## config.mk

```make
export PLATFORM = sky130hd
export DESIGN_NAME = txtim_top
export DESIGN_NICKNAME = d
export VERILOG_FILES = /design/src/common/txtim_pkg.sv /design/src/txtim_top.sv
export VERILOG_INCLUDE_DIRS = /design/src /design/src/common
export SDC_FILE = /design/constraint.sdc
export NUM_CORES = 1
export LEC_CHECK = 0
export CORE_UTILIZATION = 53
export DETAILED_ROUTE_END_ITERATION = 6
export DONT_BUFFER_PORTS = 1
export PLACE_DENSITY_LB_ADDON = 0.08
export SLEW_MARGIN = 10
export SYNTH_ARGS = -nofsm -noshare
export SYNTH_HDL_FRONTEND = slang
export SYNTH_HIERARCHICAL = 1
export SYNTH_SLANG_ARGS = --single-unit
```

## constraint.sdc

```tcl
create_clock -name sys_clk -period 3.4 [get_ports sys_clk]
set_input_delay 0.68 -clock sys_clk [delete_from_list [all_inputs] [get_ports sys_clk]]
set_output_delay 0.68 -clock sys_clk [all_outputs]
set_load 0.005 [all_outputs]
```

## src/common/txtim_defs.svh

```systemverilog
// txtim_defs.svh: offsets, field positions, reset values and timing figures
// for the transmit delay, pulse length and no-response timers.
// assumes a 125 MHz system clock; all times are held in picoseconds.
`ifndef TXTIM_DEFS_SVH
`define TXTIM_DEFS_SVH

// register offsets
`define TXTIM_ADDR_PROTOCOL   8'h01
`define TXTIM_ADDR_TIMER_HIGH 8'h04
`define TXTIM_ADDR_TIMER_LOW  8'h05
`define TXTIM_ADDR_PULSE      8'h06
`define TXTIM_ADDR_WAIT       8'h07
`define TXTIM_ADDR_IRQ_STATUS 8'h0C
`define TXTIM_ADDR_IRQ_MASK   8'h0D
`define TXTIM_ADDR_STATE      8'h0E

// reset and preset values
`define TXTIM_PROTOCOL_RST    3'h7
`define TXTIM_TIMER_HIGH_RST  8'hC2
`define TXTIM_TIMER_LOW_RST   8'h00
`define TXTIM_PULSE_RST       8'h00
`define TXTIM_WAIT_RST        8'h0E
`define TXTIM_WAIT_VIC_HI     8'h14
`define TXTIM_WAIT_VIC_LO     8'h30
`define TXTIM_IRQ_MASK_RST    2'h0

// field positions
`define TXTIM_PROTO_MSB       2
`define TXTIM_START_SEL_MSB   7
`define TXTIM_START_SEL_LSB   6
`define TXTIM_LEN_HIGH_MSB    5
`define TXTIM_IRQ_NORESP      0
`define TXTIM_IRQ_LAUNCH      1

// protocol codes
`define TXTIM_PROTO_VIC_LO    3'h0
`define TXTIM_PROTO_VIC_HI    3'h1
`define TXTIM_PROTO_A106      3'h2
`define TXTIM_PROTO_A212      3'h3
`define TXTIM_PROTO_A424      3'h4

// start conditions
`define TXTIM_START_TX_SOF_BEG 2'h0
`define TXTIM_START_TX_SOF_END 2'h1
`define TXTIM_START_RX_SOF_BEG 2'h2

// direct command
`define TXTIM_CMD_FIFO_RESET  8'h0F

// timing
`define TXTIM_CLK_PS          8000
`define TXTIM_DELAY_STEP_PS   590000
`define TXTIM_PULSE_STEP_PS   73700
`define TXTIM_WAIT_STEP_PS    37760000
`define TXTIM_PW_VIC_PS       9440000
`define TXTIM_PW_A106_PS      2360000
`define TXTIM_PW_A212_PS      1400000
`define TXTIM_PW_A424_PS      737000
`define TXTIM_CYC(ps) (((ps) + `TXTIM_CLK_PS - 1) / `TXTIM_CLK_PS)

`endif

```

## src/common/txtim_pkg.sv

```systemverilog
// txtim_pkg: types shared by the transmit timer block.
// assumes txtim_defs.svh supplies every number.
package txtim_pkg;

  typedef struct packed {
    logic tx_sof_begin;
    logic tx_sof_end;
    logic rx_sof_begin;
    logic rx_sof_end;
    logic tx_eof_end;
  } txtim_frame_type;

  typedef enum logic [1:0] {
    D_IDLE,
    D_ARMED,
    D_COUNT
  } txtim_delay_state_type;

  typedef enum logic {
    P_IDLE,
    P_ON
  } txtim_pulse_state_type;

  typedef enum logic {
    W_IDLE,
    W_RUN
  } txtim_wait_state_type;

endpackage

```

## src/txtim_top.sv

```systemverilog
// txtim_top: delayed transmission timer, modulation pulse length and
// no-response wait timer, with a byte-wide register port and one interrupt.
// assumes all inputs synchronous to sys_clk; frame events are 1-cycle pulses.
//
// The address-and-strobe port is this design's own decision.
`timescale 1ns/100ps
`include "txtim_defs.svh"

// step tick: one-cycle pulse every step_ps on average, phase restarted by
// clear so that the first tick comes one full step after clear drops
module txtim_tick #(
  parameter int unsigned STEP_PS = 590000
) (
  input  wire logic sys_clk,
  input  wire logic rst_n,
  input  wire logic clear,
  output logic      tick
);
  localparam logic [31:0] STEP = 32'(STEP_PS);
  localparam logic [31:0] CLKP = 32'(`TXTIM_CLK_PS);

  logic [31:0] acc;
  logic [31:0] next_acc;

  assign next_acc = acc + CLKP;

  always_ff @(posedge sys_clk or negedge rst_n) begin
    if (!rst_n) begin
      acc  <= 32'h0000_0000;
      tick <= 1'b0;
    end else if (clear) begin
      acc  <= 32'h0000_0000;
      tick <= 1'b0;
    end else if (next_acc >= STEP) begin
      acc  <= next_acc - STEP;
      tick <= 1'b1;
    end else begin
      acc  <= next_acc;
      tick <= 1'b0;
    end
  end
endmodule

module txtim_top (
  // clock and reset
  input  wire logic                      sys_clk,
  input  wire logic                      rst_n,
  // device enable, low holds all presets
  input  wire logic                      enable,
  // register port
  input  wire logic [7:0]                reg_addr,
  input  wire logic [7:0]                reg_wdata,
  input  wire logic                      reg_wr,
  input  wire logic                      reg_rd,
  output logic      [7:0]                reg_rdata,
  // direct command strobe
  input  wire logic                      cmd_valid,
  input  wire logic [7:0]                cmd_code,
  // frame events and requests
  input  wire txtim_pkg::txtim_frame_type frame,
  input  wire logic                      tx_complete,
  input  wire logic                      tx_request,
  input  wire logic                      mod_request,
  // outputs
  output logic                           tx_launch,
  output logic                           mod_pulse,
  output logic                           irq
);

  logic [2:0]  protocol;
  logic [7:0]  timer_high;
  logic [7:0]  timer_low;
  logic [7:0]  pulse_override;
  logic [7:0]  wait_time;
  logic [1:0]  irq_status;
  logic [1:0]  irq_mask;
  logic        txc_seen;
  logic        suppress;

  logic        wr_proto;
  logic        preset;
  logic [13:0] delay_len;
  logic [1:0]  start_sel;
  logic        start_hit;
  logic        is_vicinity;
  logic [11:0] pulse_default;
  logic        noresp_evt;
  logic        launch_evt;

  logic        delay_tick;
  logic        pulse_tick;
  logic        wait_tick;
  logic [13:0] dcnt;
  logic [11:0] pcnt;
  logic [7:0]  wcnt;

  txtim_pkg::txtim_delay_state_type dstate;
  txtim_pkg::txtim_pulse_state_type pstate;
  txtim_pkg::txtim_wait_state_type  wstate;

  function automatic logic [7:0] wait_preset(input logic [2:0] p);
    if (p == `TXTIM_PROTO_VIC_HI)
      wait_preset = `TXTIM_WAIT_VIC_HI;
    else if (p == `TXTIM_PROTO_VIC_LO)
      wait_preset = `TXTIM_WAIT_VIC_LO;
    else
      wait_preset = `TXTIM_WAIT_RST;
  endfunction

  assign wr_proto   = reg_wr && (reg_addr == `TXTIM_ADDR_PROTOCOL);
  assign preset     = !enable || wr_proto;
  assign delay_len  = {timer_high[`TXTIM_LEN_HIGH_MSB:0], timer_low};
  assign start_sel  = timer_high[`TXTIM_START_SEL_MSB:`TXTIM_START_SEL_LSB];
  assign is_vicinity = (protocol == `TXTIM_PROTO_VIC_LO) ||
                       (protocol == `TXTIM_PROTO_VIC_HI);

  // default pulse width in clock cycles for the selected protocol
  always_comb begin
    if (is_vicinity)
      pulse_default = 12'(`TXTIM_CYC(`TXTIM_PW_VIC_PS));
    else if (protocol == `TXTIM_PROTO_A212)
      pulse_default = 12'(`TXTIM_CYC(`TXTIM_PW_A212_PS));
    else if (protocol == `TXTIM_PROTO_A424)
      pulse_default = 12'(`TXTIM_CYC(`TXTIM_PW_A424_PS));
    else
      pulse_default = 12'(`TXTIM_CYC(`TXTIM_PW_A106_PS));
  end

  // selected start condition of the delay timer
  always_comb begin
    if (start_sel == `TXTIM_START_TX_SOF_BEG)
      start_hit = frame.tx_sof_begin;
    else if (start_sel == `TXTIM_START_TX_SOF_END)
      start_hit = frame.tx_sof_end;
    else if (start_sel == `TXTIM_START_RX_SOF_BEG)
      start_hit = frame.rx_sof_begin;
    else
      start_hit = frame.rx_sof_end;
  end

  // protocol select register
  always_ff @(posedge sys_clk or negedge rst_n) begin
    if (!rst_n) begin
      protocol <= `TXTIM_PROTOCOL_RST;
    end else if (!enable) begin
      protocol <= `TXTIM_PROTOCOL_RST;
    end else if (wr_proto) begin
      protocol <= reg_wdata[`TXTIM_PROTO_MSB:0];
    end
  end

  // timer registers, preset on enable low and on protocol write
  always_ff @(posedge sys_clk or negedge rst_n) begin
    if (!rst_n) begin
      timer_high <= `TXTIM_TIMER_HIGH_RST;
      timer_low  <= `TXTIM_TIMER_LOW_RST;
    end else if (preset) begin
      timer_high <= `TXTIM_TIMER_HIGH_RST;
      timer_low  <= `TXTIM_TIMER_LOW_RST;
    end else if (reg_wr && reg_addr == `TXTIM_ADDR_TIMER_HIGH) begin
      timer_high <= reg_wdata;
    end else if (reg_wr && reg_addr == `TXTIM_ADDR_TIMER_LOW) begin
      timer_low <= reg_wdata;
    end
  end

  always_ff @(posedge sys_clk or negedge rst_n) begin
    if (!rst_n) begin
      pulse_override <= `TXTIM_PULSE_RST;
    end else if (preset) begin
      pulse_override <= `TXTIM_PULSE_RST;
    end else if (reg_wr && reg_addr == `TXTIM_ADDR_PULSE) begin
      pulse_override <= reg_wdata;
    end
  end

  always_ff @(posedge sys_clk or negedge rst_n) begin
    if (!rst_n) begin
      wait_time <= `TXTIM_WAIT_RST;
    end else if (!enable) begin
      wait_time <= `TXTIM_WAIT_RST;
    end else if (wr_proto) begin
      wait_time <= wait_preset(reg_wdata[`TXTIM_PROTO_MSB:0]);
    end else if (reg_wr && reg_addr == `TXTIM_ADDR_WAIT) begin
      wait_time <= reg_wdata;
    end
  end

  // delayed transmission timer
  txtim_tick #(.STEP_PS(`TXTIM_DELAY_STEP_PS)) u_delay_tick (
    .sys_clk (sys_clk),
    .rst_n   (rst_n),
    .clear   (dstate != txtim_pkg::D_COUNT),
    .tick    (delay_tick)
  );

  assign launch_evt = tx_launch;

  always_ff @(posedge sys_clk or negedge rst_n) begin
    if (!rst_n) begin
      dstate    <= txtim_pkg::D_IDLE;
      dcnt      <= 14'h0000;
      tx_launch <= 1'b0;
    end else if (preset) begin
      dstate    <= txtim_pkg::D_IDLE;
      dcnt      <= 14'h0000;
      tx_launch <= 1'b0;
    end else begin
      tx_launch <= 1'b0;
      case (dstate)
        txtim_pkg::D_IDLE: begin
          if (tx_request && delay_len == 14'h0000) begin
            tx_launch <= 1'b1;
          end else if (tx_request) begin
            dstate <= txtim_pkg::D_ARMED;
          end
        end
        txtim_pkg::D_ARMED: begin
          if (start_hit) begin
            dstate <= txtim_pkg::D_COUNT;
            dcnt   <= 14'h0000;
          end
        end
        txtim_pkg::D_COUNT: begin
          if (delay_tick && dcnt + 14'h0001 == delay_len) begin
            tx_launch <= 1'b1;
            dstate    <= txtim_pkg::D_IDLE;
          end else if (delay_tick) begin
            dcnt <= dcnt + 14'h0001;
          end
        end
        default: begin
          dstate <= txtim_pkg::D_IDLE;
        end
      endcase
    end
  end

  // modulation pulse generator
  txtim_tick #(.STEP_PS(`TXTIM_PULSE_STEP_PS)) u_pulse_tick (
    .sys_clk (sys_clk),
    .rst_n   (rst_n),
    .clear   (pstate != txtim_pkg::P_ON),
    .tick    (pulse_tick)
  );

  always_ff @(posedge sys_clk or negedge rst_n) begin
    if (!rst_n) begin
      pstate    <= txtim_pkg::P_IDLE;
      pcnt      <= 12'h000;
      mod_pulse <= 1'b0;
    end else if (!enable) begin
      pstate    <= txtim_pkg::P_IDLE;
      pcnt      <= 12'h000;
      mod_pulse <= 1'b0;
    end else begin
      case (pstate)
        txtim_pkg::P_IDLE: begin
          if (mod_request) begin
            pstate    <= txtim_pkg::P_ON;
            pcnt      <= 12'h000;
            mod_pulse <= 1'b1;
          end
        end
        txtim_pkg::P_ON: begin
          if (pulse_override != 8'h00) begin
            if (pulse_tick && pcnt + 12'h001 == {4'h0, pulse_override}) begin
              pstate    <= txtim_pkg::P_IDLE;
              mod_pulse <= 1'b0;
            end else if (pulse_tick) begin
              pcnt <= pcnt + 12'h001;
            end
          end else if (pcnt + 12'h001 >= pulse_default) begin
            pstate    <= txtim_pkg::P_IDLE;
            mod_pulse <= 1'b0;
          end else begin
            pcnt <= pcnt + 12'h001;
          end
        end
        default: begin
          pstate <= txtim_pkg::P_IDLE;
        end
      endcase
    end
  end

  // suppression by fifo reset after transmit complete
  always_ff @(posedge sys_clk or negedge rst_n) begin
    if (!rst_n) begin
      txc_seen <= 1'b0;
      suppress <= 1'b0;
    end else if (preset || tx_request) begin
      txc_seen <= 1'b0;
      suppress <= 1'b0;
    end else begin
      if (tx_complete) begin
        txc_seen <= 1'b1;
      end
      if (cmd_valid && cmd_code == `TXTIM_CMD_FIFO_RESET && txc_seen) begin
        suppress <= 1'b1;
      end
    end
  end

  // no-response wait timer
  txtim_tick #(.STEP_PS(`TXTIM_WAIT_STEP_PS)) u_wait_tick (
    .sys_clk (sys_clk),
    .rst_n   (rst_n),
    .clear   (wstate != txtim_pkg::W_RUN),
    .tick    (wait_tick)
  );

  assign noresp_evt = (wstate == txtim_pkg::W_RUN) && wait_tick &&
                      !frame.rx_sof_begin && !suppress &&
                      (wcnt + 8'h01 == wait_time);

  always_ff @(posedge sys_clk or negedge rst_n) begin
    if (!rst_n) begin
      wstate <= txtim_pkg::W_IDLE;
      wcnt   <= 8'h00;
    end else if (preset) begin
      wstate <= txtim_pkg::W_IDLE;
      wcnt   <= 8'h00;
    end else begin
      case (wstate)
        txtim_pkg::W_IDLE: begin
          if (frame.tx_eof_end && is_vicinity && !suppress &&
              wait_time != 8'h00) begin
            wstate <= txtim_pkg::W_RUN;
            wcnt   <= 8'h00;
          end
        end
        txtim_pkg::W_RUN: begin
          if (frame.rx_sof_begin || suppress || noresp_evt) begin
            wstate <= txtim_pkg::W_IDLE;
          end else if (wait_tick) begin
            wcnt <= wcnt + 8'h01;
          end
        end
        default: begin
          wstate <= txtim_pkg::W_IDLE;
        end
      endcase
    end
  end

  // interrupt status, write one to clear; a new event wins over the clear
  always_ff @(posedge sys_clk or negedge rst_n) begin
    if (!rst_n) begin
      irq_status <= 2'h0;
    end else begin
      irq_status <= (irq_status &
                     ~((reg_wr && reg_addr == `TXTIM_ADDR_IRQ_STATUS) ?
                       reg_wdata[1:0] : 2'h0)) |
                    {launch_evt, noresp_evt};
    end
  end

  always_ff @(posedge sys_clk or negedge rst_n) begin
    if (!rst_n) begin
      irq_mask <= `TXTIM_IRQ_MASK_RST;
    end else if (reg_wr && reg_addr == `TXTIM_ADDR_IRQ_MASK) begin
      irq_mask <= reg_wdata[1:0];
    end
  end

  always_ff @(posedge sys_clk or negedge rst_n) begin
    if (!rst_n) begin
      irq <= 1'b0;
    end else begin
      irq <= |(irq_status & irq_mask);
    end
  end

  // read data, valid the cycle after the read strobe only
  always_ff @(posedge sys_clk or negedge rst_n) begin
    if (!rst_n) begin
      reg_rdata <= 8'h00;
    end else if (!reg_rd) begin
      reg_rdata <= 8'h00;
    end else if (reg_addr == `TXTIM_ADDR_PROTOCOL) begin
      reg_rdata <= {5'h00, protocol};
    end else if (reg_addr == `TXTIM_ADDR_TIMER_HIGH) begin
      reg_rdata <= timer_high;
    end else if (reg_addr == `TXTIM_ADDR_TIMER_LOW) begin
      reg_rdata <= timer_low;
    end else if (reg_addr == `TXTIM_ADDR_PULSE) begin
      reg_rdata <= pulse_override;
    end else if (reg_addr == `TXTIM_ADDR_WAIT) begin
      reg_rdata <= wait_time;
    end else if (reg_addr == `TXTIM_ADDR_IRQ_STATUS) begin
      reg_rdata <= {6'h00, irq_status};
    end else if (reg_addr == `TXTIM_ADDR_IRQ_MASK) begin
      reg_rdata <= {6'h00, irq_mask};
    end else if (reg_addr == `TXTIM_ADDR_STATE) begin
      reg_rdata <= {3'h0, suppress, txc_seen, wstate == txtim_pkg::W_RUN,
                    pstate == txtim_pkg::P_ON,
                    dstate != txtim_pkg::D_IDLE};
    end else begin
      reg_rdata <= 8'h00;
    end
  end

endmodule

```

# After elaboration in Yosys (flattened, before gate mapping)

Cells that the tools add are included.

$add $sub $neg: 9
Magnitude comparators: 4
Eq/ne operators: 39
Muxes and demuxes: 89
Bitwise operators: 6
Reduce and logical (&&, ||, !) cells: 48

Operator list:

| cell                                                                                   | number |
|---|---|
| 32-bit 2-to-1 mux                                                                      | 6 |
| 8-bit 2-to-1 mux                                                                       | 20 |
| 32-bit by 13-bit adder with 32-bit output (second input constant)                      | 3 |
| 12-bit 2-to-1 mux                                                                      | 8 |
| 14-bit 2-to-1 mux                                                                      | 4 |
| 8-bit by 3-bit equality test with 1-bit output (second input constant)                 | 4 |
| 8-bit by 4-bit equality test with 1-bit output (second input constant)                 | 4 |
| 32-bit by 17-bit greater-or-equal comparator with 1-bit output (second input constant) | 1 |
| 32-bit by 20-bit greater-or-equal comparator with 1-bit output (second input constant) | 1 |
| 32-bit by 26-bit greater-or-equal comparator with 1-bit output (second input constant) | 1 |
| 32-bit by 17-bit subtractor with 32-bit output (second input constant)                 | 1 |
| 32-bit by 20-bit subtractor with 32-bit output (second input constant)                 | 1 |
| 32-bit by 26-bit subtractor with 32-bit output (second input constant)                 | 1 |
| 1-bit 2-to-1 mux                                                                       | 29 |
| 14-bit one-hot mux with 2 select lines                                                 | 1 |
| 3-bit != test (second input constant)                                                  | 8 |
| 12-bit one-hot mux with 2 select lines                                                 | 1 |
| 1-bit logical AND                                                                      | 19 |
| 8-bit one-hot mux with 2 select lines                                                  | 1 |
| 8-bit nonzero test                                                                     | 2 |
| 5-bit 2-to-1 mux                                                                       | 3 |
| 14-bit by 1-bit adder with 14-bit output (second input constant)                       | 1 |
| 14-bit equality test                                                                   | 1 |
| 14-bit logical NOT                                                                     | 1 |
| other kinds (38)                                                                       | 73 |

Register bits: 189
Bits of input ports: 38
Output and inout bits: 11
Logic and storage cells: 220

# Logic depth before layout (Yosys ltp)

Gate-level depths: netlist of the first run.

Depth after elaboration: 10
Depth in mapped cells: 13
Mapped depth without buffers: 12

# Cells and area by module

The synthesis of the first run kept the hierarchy.

Modules (own cells, without submodules):

| module                     | times used | cells an instance | area an instance (um2) | seq. area each (um2) |
|---|---|---|---|---|
| txtim_top                  | 1          | 680               | 6,108.4                | 2,263.4 |
| txtim_tick at u_pulse_tick | 1          | 327               | 2,812.7                | 775.7 |
| txtim_tick at u_delay_tick | 1          | 283               | 2,454.9                | 725.7 |
| txtim_tick at u_wait_tick  | 1          | 261               | 2,306.0                | 675.6 |

# Worst setup path after synthesis of the first run

Ideal clock, no wire load.

Path kind: flip-flop to flip-flop
From: reg pcnt[0]
To: reg pcnt[10]
Setup time: 126 ps
Arrival: 3,348 ps
Required time: 3,274 ps
Slack: -74 ps
Cell stages (with the launch flop): 12
Buffers on the path: 1
Clock period less this slack: 3,474 ps
Path through: dfrtp_1 -> ha_1 -> nand3_1 -> nor3_1 -> nand3_1 -> xnor2_1 -> ha_1 -> or2_2 -> o41ai_1 -> clkbuf_1 -> a21oi_1 -> a221o_1

Cells in the longest elaborated chain, start to end: 6
Elaborated cells on any way between the ends: 13
Classes of those cells: 1 x add/sub; 1 x order compare; 3 x eq/ne; 6 x mux; 2 x reduce/logical

Ends and longest elaborated chain:

| element                                                                    | line             | text |
|---|---|---|
| start, declared                                                            | txtim_top.sv:94  | `logic [11:0] pcnt;` |
| start signal, assigned                                                     | txtim_top.sv:271 | `pcnt <= pcnt + 12'h001;` |
| start signal, assigned                                                     | txtim_top.sv:277 | `pcnt <= pcnt + 12'h001;` |
| 12-bit by 1-bit adder with 12-bit output *                                 | --               |  |
| branches (longest 5 deep; another with 12-bit greater-or-equal comparator) | --               |  |

Every way passes the cells marked *. The select of a mux whose other input is x is not followed.
A chain may end at the register's enable or synchronous reset.

# Final worst setup path of the first run

From: reg u_pulse_tick.acc[6]
To: reg u_pulse_tick.acc[18]

Cells in the longest elaborated chain, start to end: 4
Elaborated cells on any way between the ends: 5
Classes of those cells: 2 x add/sub; 1 x order compare; 2 x mux

Ends and longest elaborated chain:

| element                                                                                                                                 | line                             | text |
|---|---|---|
| start, declared                                                                                                                         | txtim_top.sv:22                  | `logic [31:0] acc;` |
| start signal, assigned                                                                                                                  | txtim_top.sv:35                  | `acc <= next_acc - STEP;` |
| start signal, assigned                                                                                                                  | txtim_top.sv:38                  | `acc <= next_acc;` |
| 32-bit by 13-bit adder with 32-bit output *                                                                                             | txtim_top.sv:25                  | `assign next_acc = acc + CLKP;` |
| 32-bit by 17-bit subtractor with 32-bit output / 32-bit by 17-bit greater-or-equal comparator with 1-bit output (equally long branches) | txtim_top.sv:35, txtim_top.sv:34 |  |
| 32-bit 2-to-1 mux *                                                                                                                     | txtim_top.sv:34                  | `end else if (next_acc >= STEP) begin` |
| 32-bit 2-to-1 mux *                                                                                                                     | txtim_top.sv:31                  | `end else if (clear) begin` |

Every way passes the cells marked *; elsewhere a longest branch is shown, timed or not.

==> impl_metrics.toml, run 1 <==
[floorplan]
die_area_sq_mm = 0.0265
initial_utilization_pct = 54.2
ios = 49
core-area_sq_mm = 0.0253
die_height_um = 163
die_w_um = 163
num_rows = 58

[yosys]
async_flop_share_pct = 100
synth_top_area_share_pct = 30.7
synth_seq_cells = 177
netlist-cell-type-count = 116
synth_area_sq_mm = 0.0137
yosysWarnings = 6
synth_edf_count = 0
post-synth-top-count-cell = "dfrtp_1"
synth_top_cell_by_area = "dfrtp_1"
synth_area_leaders = "dfrtp_1 31%, xnor2_1 5.3%, nor2_1 3.8%, xor2_1 3.2%, nand3_1 3.1%"
syn_nets = 1612
syn_area_per_cell_sq_um = 8.82
synthCells = 1551
synthTopCellsByCount = "168 x dfrtp_1, 139 x nor2_1, 105 x nand2_1"
ys.flop_type = "dfrtp_1"
synth_seq_area_share_pct = 32.5

[run_status]
status = "finished, violations left"
violations = "negative hold slack"

[worst_setup_path]
r2r_setup_slack_ns = 0.08
rr_worst_depth = 10
reg2reg_to = "u_pulse_tick/acc[18]"
crit_slowest_cell = "a2111o_1"
crit_required_ns = 3.72
crit_chain = "ha_1 > nor3_4 > a211oi_1 > a2111o_1 > a311o_1 > a31oi_4 > buf_4 > a21oi_1 > o2bb2ai_1 > mux2_4"
start_kind = "flip-flop"
cp.arrival_ns = 3.64
timing.rr.start = "u_pulse_tick/acc[6]"
worstSetupPathType = "reg2reg"
crit_fanout = 10
cp-end-kind = "flip-flop"
slowest_delay_ns = 0.46

[timing]
fmax_mhz = 301
relSlewSlack_pct = 35.2
fin_crit_sh_pct = 97.7
hold_viol = 168
holdWs_ns = -0.0736
drv_slew = 0
setup_viol = 0
fin_ws_ns = 0.0774
fin_crit_ns = 3.32
rsz0062_at_grt = "yes"
worst_pin_slew_ns = 0.972
clock-skew-final_ns = 0.0179

[clocking]
cts_root_buf = "clkbuf_16"
cts_buffers = 17
cts_tree = "built"
clk_latency_ns = 0.44
clock_path_buffers = 2
clk_pin_slew_ns = 0.08
h-tree-depth = 4
clkSinkCount = 177

[route]
avgViaCountPerCell = 6.35
post_drt_wl_per_cell_um = 18.6
drcViolationCount = 0
vias = 12000
wirelength_um = 35400
ant_nets = 0
first_pass_iters = 5
drt_iter0_markers = 945

[cells_and_area]
n_fill_cell = 2289
stdcell_count = 1897
utilization_pct = 58.8
drive_gt1_share_pct = 16.4
syn_to_final_growth_pct = 8.47
num-nets-final = 1615
diodes = 0

[power]
power.total_mw = 7.06
p_leak_nw = 6.12
power.density_mw_per_mm2 = 476
peakVddDrop_uv = 498

[global_route]
grt_usage_pct = 27.6
grt_max_degree = 178
grt_pass1_vias = 11600
grt.busiest_layer = "met2"
use_met2_pct = 46.0
use_met3_pct = 3.06
overflow = 0
grtUsageMet1_pct = 38.1
grt_pass1_wl_um = 59000
antenna_found_initial = 0

[placement]
port_buffers = 0
gp_congestion = 0.922
dpl.hpwl_um = 25100
dpl_worst_slack_ns = 0.0736
placed_cells = 1864

[flow_run]
drv_cap = 0

[min_path]
hp-class = "in2async"
[where the power goes]
group / leakage (nW) / switching (mW) / internal, mW / total, mW
Combinational: 3.42 / 1.46 / 1.13 / 2.59
Sequential: 2.41 / 0.217 / 2.25 / 2.46
Clock: 0.284 / 0.962 / 1.05 / 2.01
[critical path, delay by kind of cell (launching register included)]
kind	cells	cell delay (ns)
AO/OA/AOI/OAI	6	1.62
buffers and inverters	1	0.25
flip-flops	1	0.38
AND/OR/NAND/NOR	1	0.36
multiplexers	1	0.31
adder cells (fa/ha/maj)	1	0.27
[metal layers]
layer | part of all wire, % | vias up
met3 | 4.5 | 53
met4 | 1.6 | 0
met1 | 46 | 5879
met5 | 0 | -
met2 | 48 | 303
li1 | - | 5811
[repair_timing]
action / 4_1_cts / 5_1_grt
setup endpoints to repair: 0 / 32
resized for setup: 0 / 13
hold endpoints to repair: 168 / 168
buffers inserted: 0 / 1
[placed cells by master, fill, tap and decap left out, types with 10 or more instances in the layout]
master / n
a31oi_1: 24
a21o_1: 10
nand3_1: 85
a21oi_1: 83
or4_1: 11
nor3_1: 61
xnor2_1: 82
inv_1: 29
and2_1: 17
dfrtp_1: 163
o21ai_0: 41
o211ai_1: 15
mux2i_1: 29
nor2_1: 139
or3_1: 23
ha_1: 22
clkbuf_16: 17
a211oi_1: 19
and4_1: 12
o21a_1: 16
nand4_1: 38
and3_1: 34
buf_4: 81
nand2b_1: 18
nand2_1: 104
xor2_1: 50
nor3b_1: 12
or2_2: 17
nor4_1: 19
nor3_2: 15
nor2b_1: 13
[worst max-delay path by stage]
stage	start	end	slack, ns
after floorplan	pcnt[0]	pcnt[10]	0.10
after global placement	u_pulse_tick/acc[6]	u_pulse_tick/acc[9]	0.15
after detailed placement	u_pulse_tick/acc[6]	u_pulse_tick/acc[28]	0.07
after CTS	u_pulse_tick/acc[6]	u_pulse_tick/acc[28]	0.07
after global routing	u_pulse_tick/acc[6]	u_pulse_tick/acc[29]	-0.04
final	u_pulse_tick/acc[6]	u_pulse_tick/acc[18]	0.08
[metrics by stage]
| stage | setup TNS, ns | instance area [sq um] |
|---|---|---|
| 2_1_floorplan | 0 | 13700 |
| 3_3_place_gp | 0 | 14200 |
| 3_5_place_dp | 0 | 14200 |
| 4_1_cts | 0 | 14800 |
| 5_1_grt | -0.0906 | 14800 |
| 6_report | 0 | 14800 |
[kinds of logic (layout without fill, tap and decap cells)]
kind of cell	Yosys count	count (layout)	share of synthesized area, %
xor+xnor	135	135	8.75
mux	44	44	3.88
fa+ha+maj	23	23	2.10
compound gates	379	379	21.2
flops	177	177	32.5
buf+inv	126	142	4.56
simple gates	667	667	27.1
[final cells by class]
| cell class | count | area (sq um) | share of cell area, % |
|---|---|---|---|
| timing repair buffer | 81 | 608 | 4.10 |
| clock inverter | 15 | 168 | 1.13 |
| inverter | 29 | 109 | 0.733 |
| tap | 330 | 413 | 2.78 |
| sequential | 177 | 4450 | 30.0 |
| clock buffer | 17 | 425 | 2.87 |
| multi-input combinational | 1248 | 8670 | 58.4 |
[flip-flops by register name, summed over array words and instances (netlist names), 2 cells and up]
name / cells
u_pulse_tick/acc: 30
reg_rdata: 8
irq_mask: 2
u_delay_tick/acc: 28
u_wait_tick/acc: 26
dstate: 2
timer_low: 8
wait_time: 8
irq_status: 2
pulse_override: 8
pcnt: 12
timer_high: 8
dcnt: 14
protocol: 3
wcnt: 8
(Power assumes the default switching activity.)
==> inputs of run 2 (changes only) <==
Clock period 3.4 ns to 3.6 ns, I/O delays scaled along.
==> impl_metrics.toml, run 2 (synthesis results as in run 1) <==
[route]
first_pass_iters = 6
post_drt_wl_per_cell_um = 18.5
wirelength_um = 34900
drcViolationCount = 0
avgViaCountPerCell = 6.33
vias = 11900
drt_iter0_markers = 809
ant_nets = 0

[placement]
dpl.hpwl_um = 24700
port_buffers = 0
gp_congestion = 0.927
dpl_cell_area_sq_mm = 0.0141

[run_status]
status = "finished, violations left"
violations = "negative hold slack"

[cells_and_area]
num-nets-final = 1599
drive_gt1_share_pct = 15.0
n_fill_cell = 2254
design_area_sq_mm = 0.0147
final_cell_mix = "166 x dfrtp_1, 139 x nor2_1, 105 x nand2_1"
layout_commonest_cell = "dfrtp_1"
multiInputGateArea_sq_mm = 0.00864
syn_to_final_growth_pct = 7.33
regArea_sq_mm = 0.00444
diodes = 0
largestRegisters = "u_pulse_tick/acc: 30 flops, u_delay_tick/acc: 28 flops, u_wait_tick/acc: 26 flops"
largest_register_ffs = 30
top_register = "u_pulse_tick/acc"

[worst_setup_path]
startpoint = "u_wait_tick/acc[6]"
timing.rr.start = "u_wait_tick/acc[6]"
crit_fanout = 14
start_kind = "flip-flop"
worstSetupPathType = "reg2reg"
cp-end-kind = "flip-flop"
crit_required_ns = 3.93
r2r_setup_slack_ns = 0.22
rr_worst_depth = 11
cp.arrival_ns = 3.70
reg2reg_to = "u_wait_tick/acc[12]"

[clocking]
cts_root_buf = "clkbuf_16"
h-tree-depth = 4
clk_pin_slew_ns = 0.08
cts_buffers = 17
clock_path_buffers = 2
clkSinkCount = 177
cts_tree = "built"
cts_setup_buffers = 0
clk_latency_ns = 0.44

[floorplan]
die_area_sq_mm = 0.0265
num_rows = 58
core-area_sq_mm = 0.0253
initial_utilization_pct = 54.2
die_height_um = 163
ios = 49
die_w_um = 163

[power]
p_switching_mw = 2.48
p_int_mw = 4.09
power_frac_seq_pct = 35.5
clock_power_share_pct = 28.3
p_leak_nw = 6.04
switching_share_pct = 37.7
power.density_mw_per_mm2 = 448
combPwrFrac_pct = 36.2
peakVddDrop_uv = 497

[timing]
drv_slew = 0
worst_pin_slew_ns = 1.04
setup_viol = 0
fin_crit_sh_pct = 93.8
hold_viol = 45
holdWs_ns = -0.0318
rsz0062_at_grt = "no"
fin_crit_ns = 3.38
relSlewSlack_pct = 30.4
fmax_mhz = 296
finalSetupTns_ns = 0
clock-skew-final_ns = 0.0155

[flow_run]
drv_cap = 0

[global_route]
grt_max_degree = 178
grt_pass1_wl_um = 58500
overflow = 0
antenna_found_initial = 0
grt_usage_pct = 27.3
grt_pass1_vias = 11400

[min_path]
hp-class = "in2async"
run 2: cell count changes in the layout (fill, tap and decap cells not counted), sizes merged:
cell / before / now
clkinvlp: 2 / 1
inv: 37 / 39
buf: 81 / 65
bufinv: 1 / 0
run 2: worst max-delay path by stage:
stage / end / slack [ns]
global route: pcnt[4] / 0.006
global placement: pcnt[4] / 0.30
finish: u_wait_tick/acc[12] / 0.22
CTS: pcnt[4] / 0.19
floorplan: pcnt[10] / 0.13
detailed placement: u_wait_tick/acc[12] / 0.21
run 2: final cells by class:
class	instances	area share, %
clock buffer	17	2.90
clock inverter	15	1.11
inverter	29	0.741
multi-input combinational	1248	58.9
sequential	177	30.3
tap	330	2.81
timing repair buffer	65	3.32
run 2: metal layers:
metal / vias to the layer above / global-route usage, % / share of wire, %
li1: 5771 / - / -
met1: 5791 / 38.1 / 47
met2: 302 / 44.4 / 47
met3: 39 / 4.00 / 4.6
met4: 0 / 6.41 / 1.3
met5: - / 0 / 0
run 2: repair_timing:
item                       in CTS  in global routing
setup endpoints to repair       0                  9
gates resized for setup         0                  3
hold endpoints to repair      168                168
run 2: power groups by stage:
stage,Clock (mW),Combinational [mW],Sequential [mW]
2_1_floorplan,0,1.90,2.26
3_5_place_dp,0,2.34,2.36
3_3_place_gp,0,2.30,2.36
6_report,1.86,2.38,2.33
4_1_cts,1.92,2.35,2.33
5_1_grt,1.99,2.60,2.36
run 2: worst max-delay path, stage by stage (launching register included):
cell,delay [ns]
dfrtp_1,0.38
ha_1,0.32
or3_1,0.46
xnor2_1,0.20
ha_1,0.23
nor3_2,0.28
o221a_2,0.28
o211ai_2,0.17
a311o_1,0.37
buf_4,0.20
and3_1,0.19
nor3_1,0.20
run 2: per-stage QoR:
step	power (mW)	setup slack [ns]	cells	hold WS (ns)	utilization, %
global route	6.95	0.00595	1881	-0.0638	58.1
floorplan	4.16	0.126	1551	0.424	-
global placement	4.67	0.297	1849	0.428	55.8
detailed placement	4.70	0.206	1849	0.428	55.8
CTS	6.59	0.189	1881	-0.0517	58.1
finish	6.57	0.224	1881	-0.0318	58.1
==> inputs of run 3 (changes only) <==
Settings changed: CORE_MARGIN from default to 2, MAX_ROUTING_LAYER from default to met4, PLACE_DENSITY from default to 0.73, PLACE_DENSITY_LB_ADDON 0.08 to default.
==> impl_metrics.toml, run 3 (synthesis results as in run 1) <==
[worst_setup_path]
crit_buf_inv = 0
cp.arrival_ns = 3.73
crit_slowest_cell = "a2111oi_1"
worstSetupPathType = "reg2reg"
path_delay_family = "compound AO/OA/AOI/OAI gates"
slowest_delay_ns = 0.76
crit_chain = "nand4_1 > a2111oi_1 > xor2_1 > a31o_2 > or2_0 > a2111oi_0 > or2_2 > a21oi_1"
crit_fanout = 8
start_kind = "flip-flop"
rr_worst_depth = 8
reg2reg_to = "u_pulse_tick/acc[30]"
timing.rr.start = "u_pulse_tick/acc[14]"
cp-end-kind = "flip-flop"
crit_required_ns = 3.91
r2r_setup_slack_ns = 0.18

[global_route]
grt_usage_pct = 27.6
use_met3_pct = 3.72
antenna_found_initial = 0
grt_max_degree = 178
use_met2_pct = 45.3
grtUsageMet1_pct = 35.7
grt_pass1_wl_um = 59500
grt.busiest_layer = "met2"
grt_pass1_vias = 11800
overflow = 0

[timing]
setup_viol = 0
relSlewSlack_pct = 36.1
holdWs_ns = -0.0459
fin_crit_ns = 3.42
drv_slew = 0
clock-skew-final_ns = 0.0169
fin_ws_ns = 0.182
worst_pin_slew_ns = 0.958
hold_viol = 83
fin_crit_sh_pct = 95.0
rsz0062_at_grt = "no"
fmax_mhz = 293

[cells_and_area]
num-nets-final = 1593
layout_commonest_cell = "dfrtp_1"
diodes = 0
n_fill_cell = 2191
top_register = "u_pulse_tick/acc"
largest_register_ffs = 30
largestRegisters = "u_pulse_tick/acc: 30 flops, u_delay_tick/acc: 28 flops, u_wait_tick/acc: 26 flops"
drive_gt1_share_pct = 14.7
syn_to_final_growth_pct = 7.56
final_cell_mix = "168 x dfrtp_1, 139 x nor2_1, 105 x nand2_1"

[power]
power.density_mw_per_mm2 = 455
power.total_mw = 6.70
peakVddDrop_uv = 575
p_leak_nw = 6.03

[route]
drt_iter0_markers = 1045
wirelength_um = 35000
avgViaCountPerCell = 6.48
first_pass_iters = 5
drcViolationCount = 0
ant_nets = 0
post_drt_wl_per_cell_um = 18.6
vias = 12200

[clocking]
cts_root_buf = "clkbuf_16"
clk_latency_ns = 0.45
cts_tree = "built"
clk_pin_slew_ns = 0.09
clock_path_buffers = 2
clkSinkCount = 177
cts_buffers = 17
h-tree-depth = 4

[placement]
port_buffers = 0
dpl_worst_slack_ns = -0.0701
dpl.hpwl_um = 24900
gp_congestion = 0.933

[run_status]
status = "finished, violations left"
violations = "negative hold slack"

[min_path]
hp-class = "in2async"

[floorplan]
ios = 49
num_rows = 58
die_height_um = 165
core-area_sq_mm = 0.0253
die_w_um = 165
die_area_sq_mm = 0.0271
initial_utilization_pct = 54.2

[flow_run]
drv_cap = 0
run 3: cell types whose count changed in the layout (fill, tap and decap cells not counted), moves of 2 or more:
| cell | delta |
|---|---|
| inv_12 | +5 |
| clkinv_8 | +2 |
| inv_6 | -5 |
| dfrtp_1 | +2 |
| buf_4 | -6 |
| dfrtp_2 | -2 |
run 3: worst max path at each step:
stage / start / endpoint / cells past startpoint
2_1_floorplan: pcnt[0] / pcnt[10] / 11
3_3_place_gp: pcnt[0] / pcnt[1] / 10
3_5_place_dp: pcnt[0] / pcnt[3] / 10
4_1_cts: pcnt[0] / pcnt[1] / 10
5_1_grt: pcnt[0] / pcnt[7] / 11
6_report: u_pulse_tick/acc[14] / u_pulse_tick/acc[30] / 8
run 3: worst reg2reg max path, cell delays in order, from the launching register on:
cell and delay (ns):
dfrtp_1 0.47, nand4_1 0.31, a2111oi_1 0.76, xor2_1 0.21, a31o_2 0.28, or2_0 0.46, a2111oi_0 0.55, or2_2 0.19
a21oi_1 0.05
run 3: layout make-up:
cell class	count	area, sq um	area share (%)
multi-input combinational	1248	8670	58.9
sequential	177	4440	30.2
timing repair buffer	59	443	3.01
clock buffer	17	425	2.89
tap	330	413	2.81
clock inverter	15	214	1.45
inverter	29	109	0.740
run 3: what timing repair did:
item,CTS,global route
endpoints found under the setup margin,9,14
resized for setup,2,4
pin swaps,0,1
buffers inserted,0,1
endpoints found under the hold margin,168,168
run 3: per-layer routing:
layer / share of wire (%) / routed length [um] / vias to the layer above
met3: 5.3 / 1860 / 60
met4: 2.1 / 720 / 0
met1: 44 / 15500 / 5918
li1: - / - / 5778
met5: 0 / 0 / -
met2: 48 / 16900 / 396
run 3: stage by stage:
step / hold slack (ns) / setup TNS [ns] / util (%) / instances / area, sq um
floorplan: 0.424 / 0 / - / 1551 / 13700
global placement: 0.428 / 0 / 55.6 / 1842 / 14000
detailed placement: 0.429 / -0.364 / 55.6 / 1842 / 14000
CTS: -0.0570 / 0 / 58.2 / 1874 / 14700
global route: -0.0730 / 0 / 58.3 / 1875 / 14700
finish: -0.0459 / 0 / 58.3 / 1875 / 14700
run 3: where the power goes:
group | internal, mW | switching (mW)
sequential | 2.12 | 0.215
clock | 0.976 | 1.01
combinational | 1.03 | 1.35
total | 4.13 | 2.57
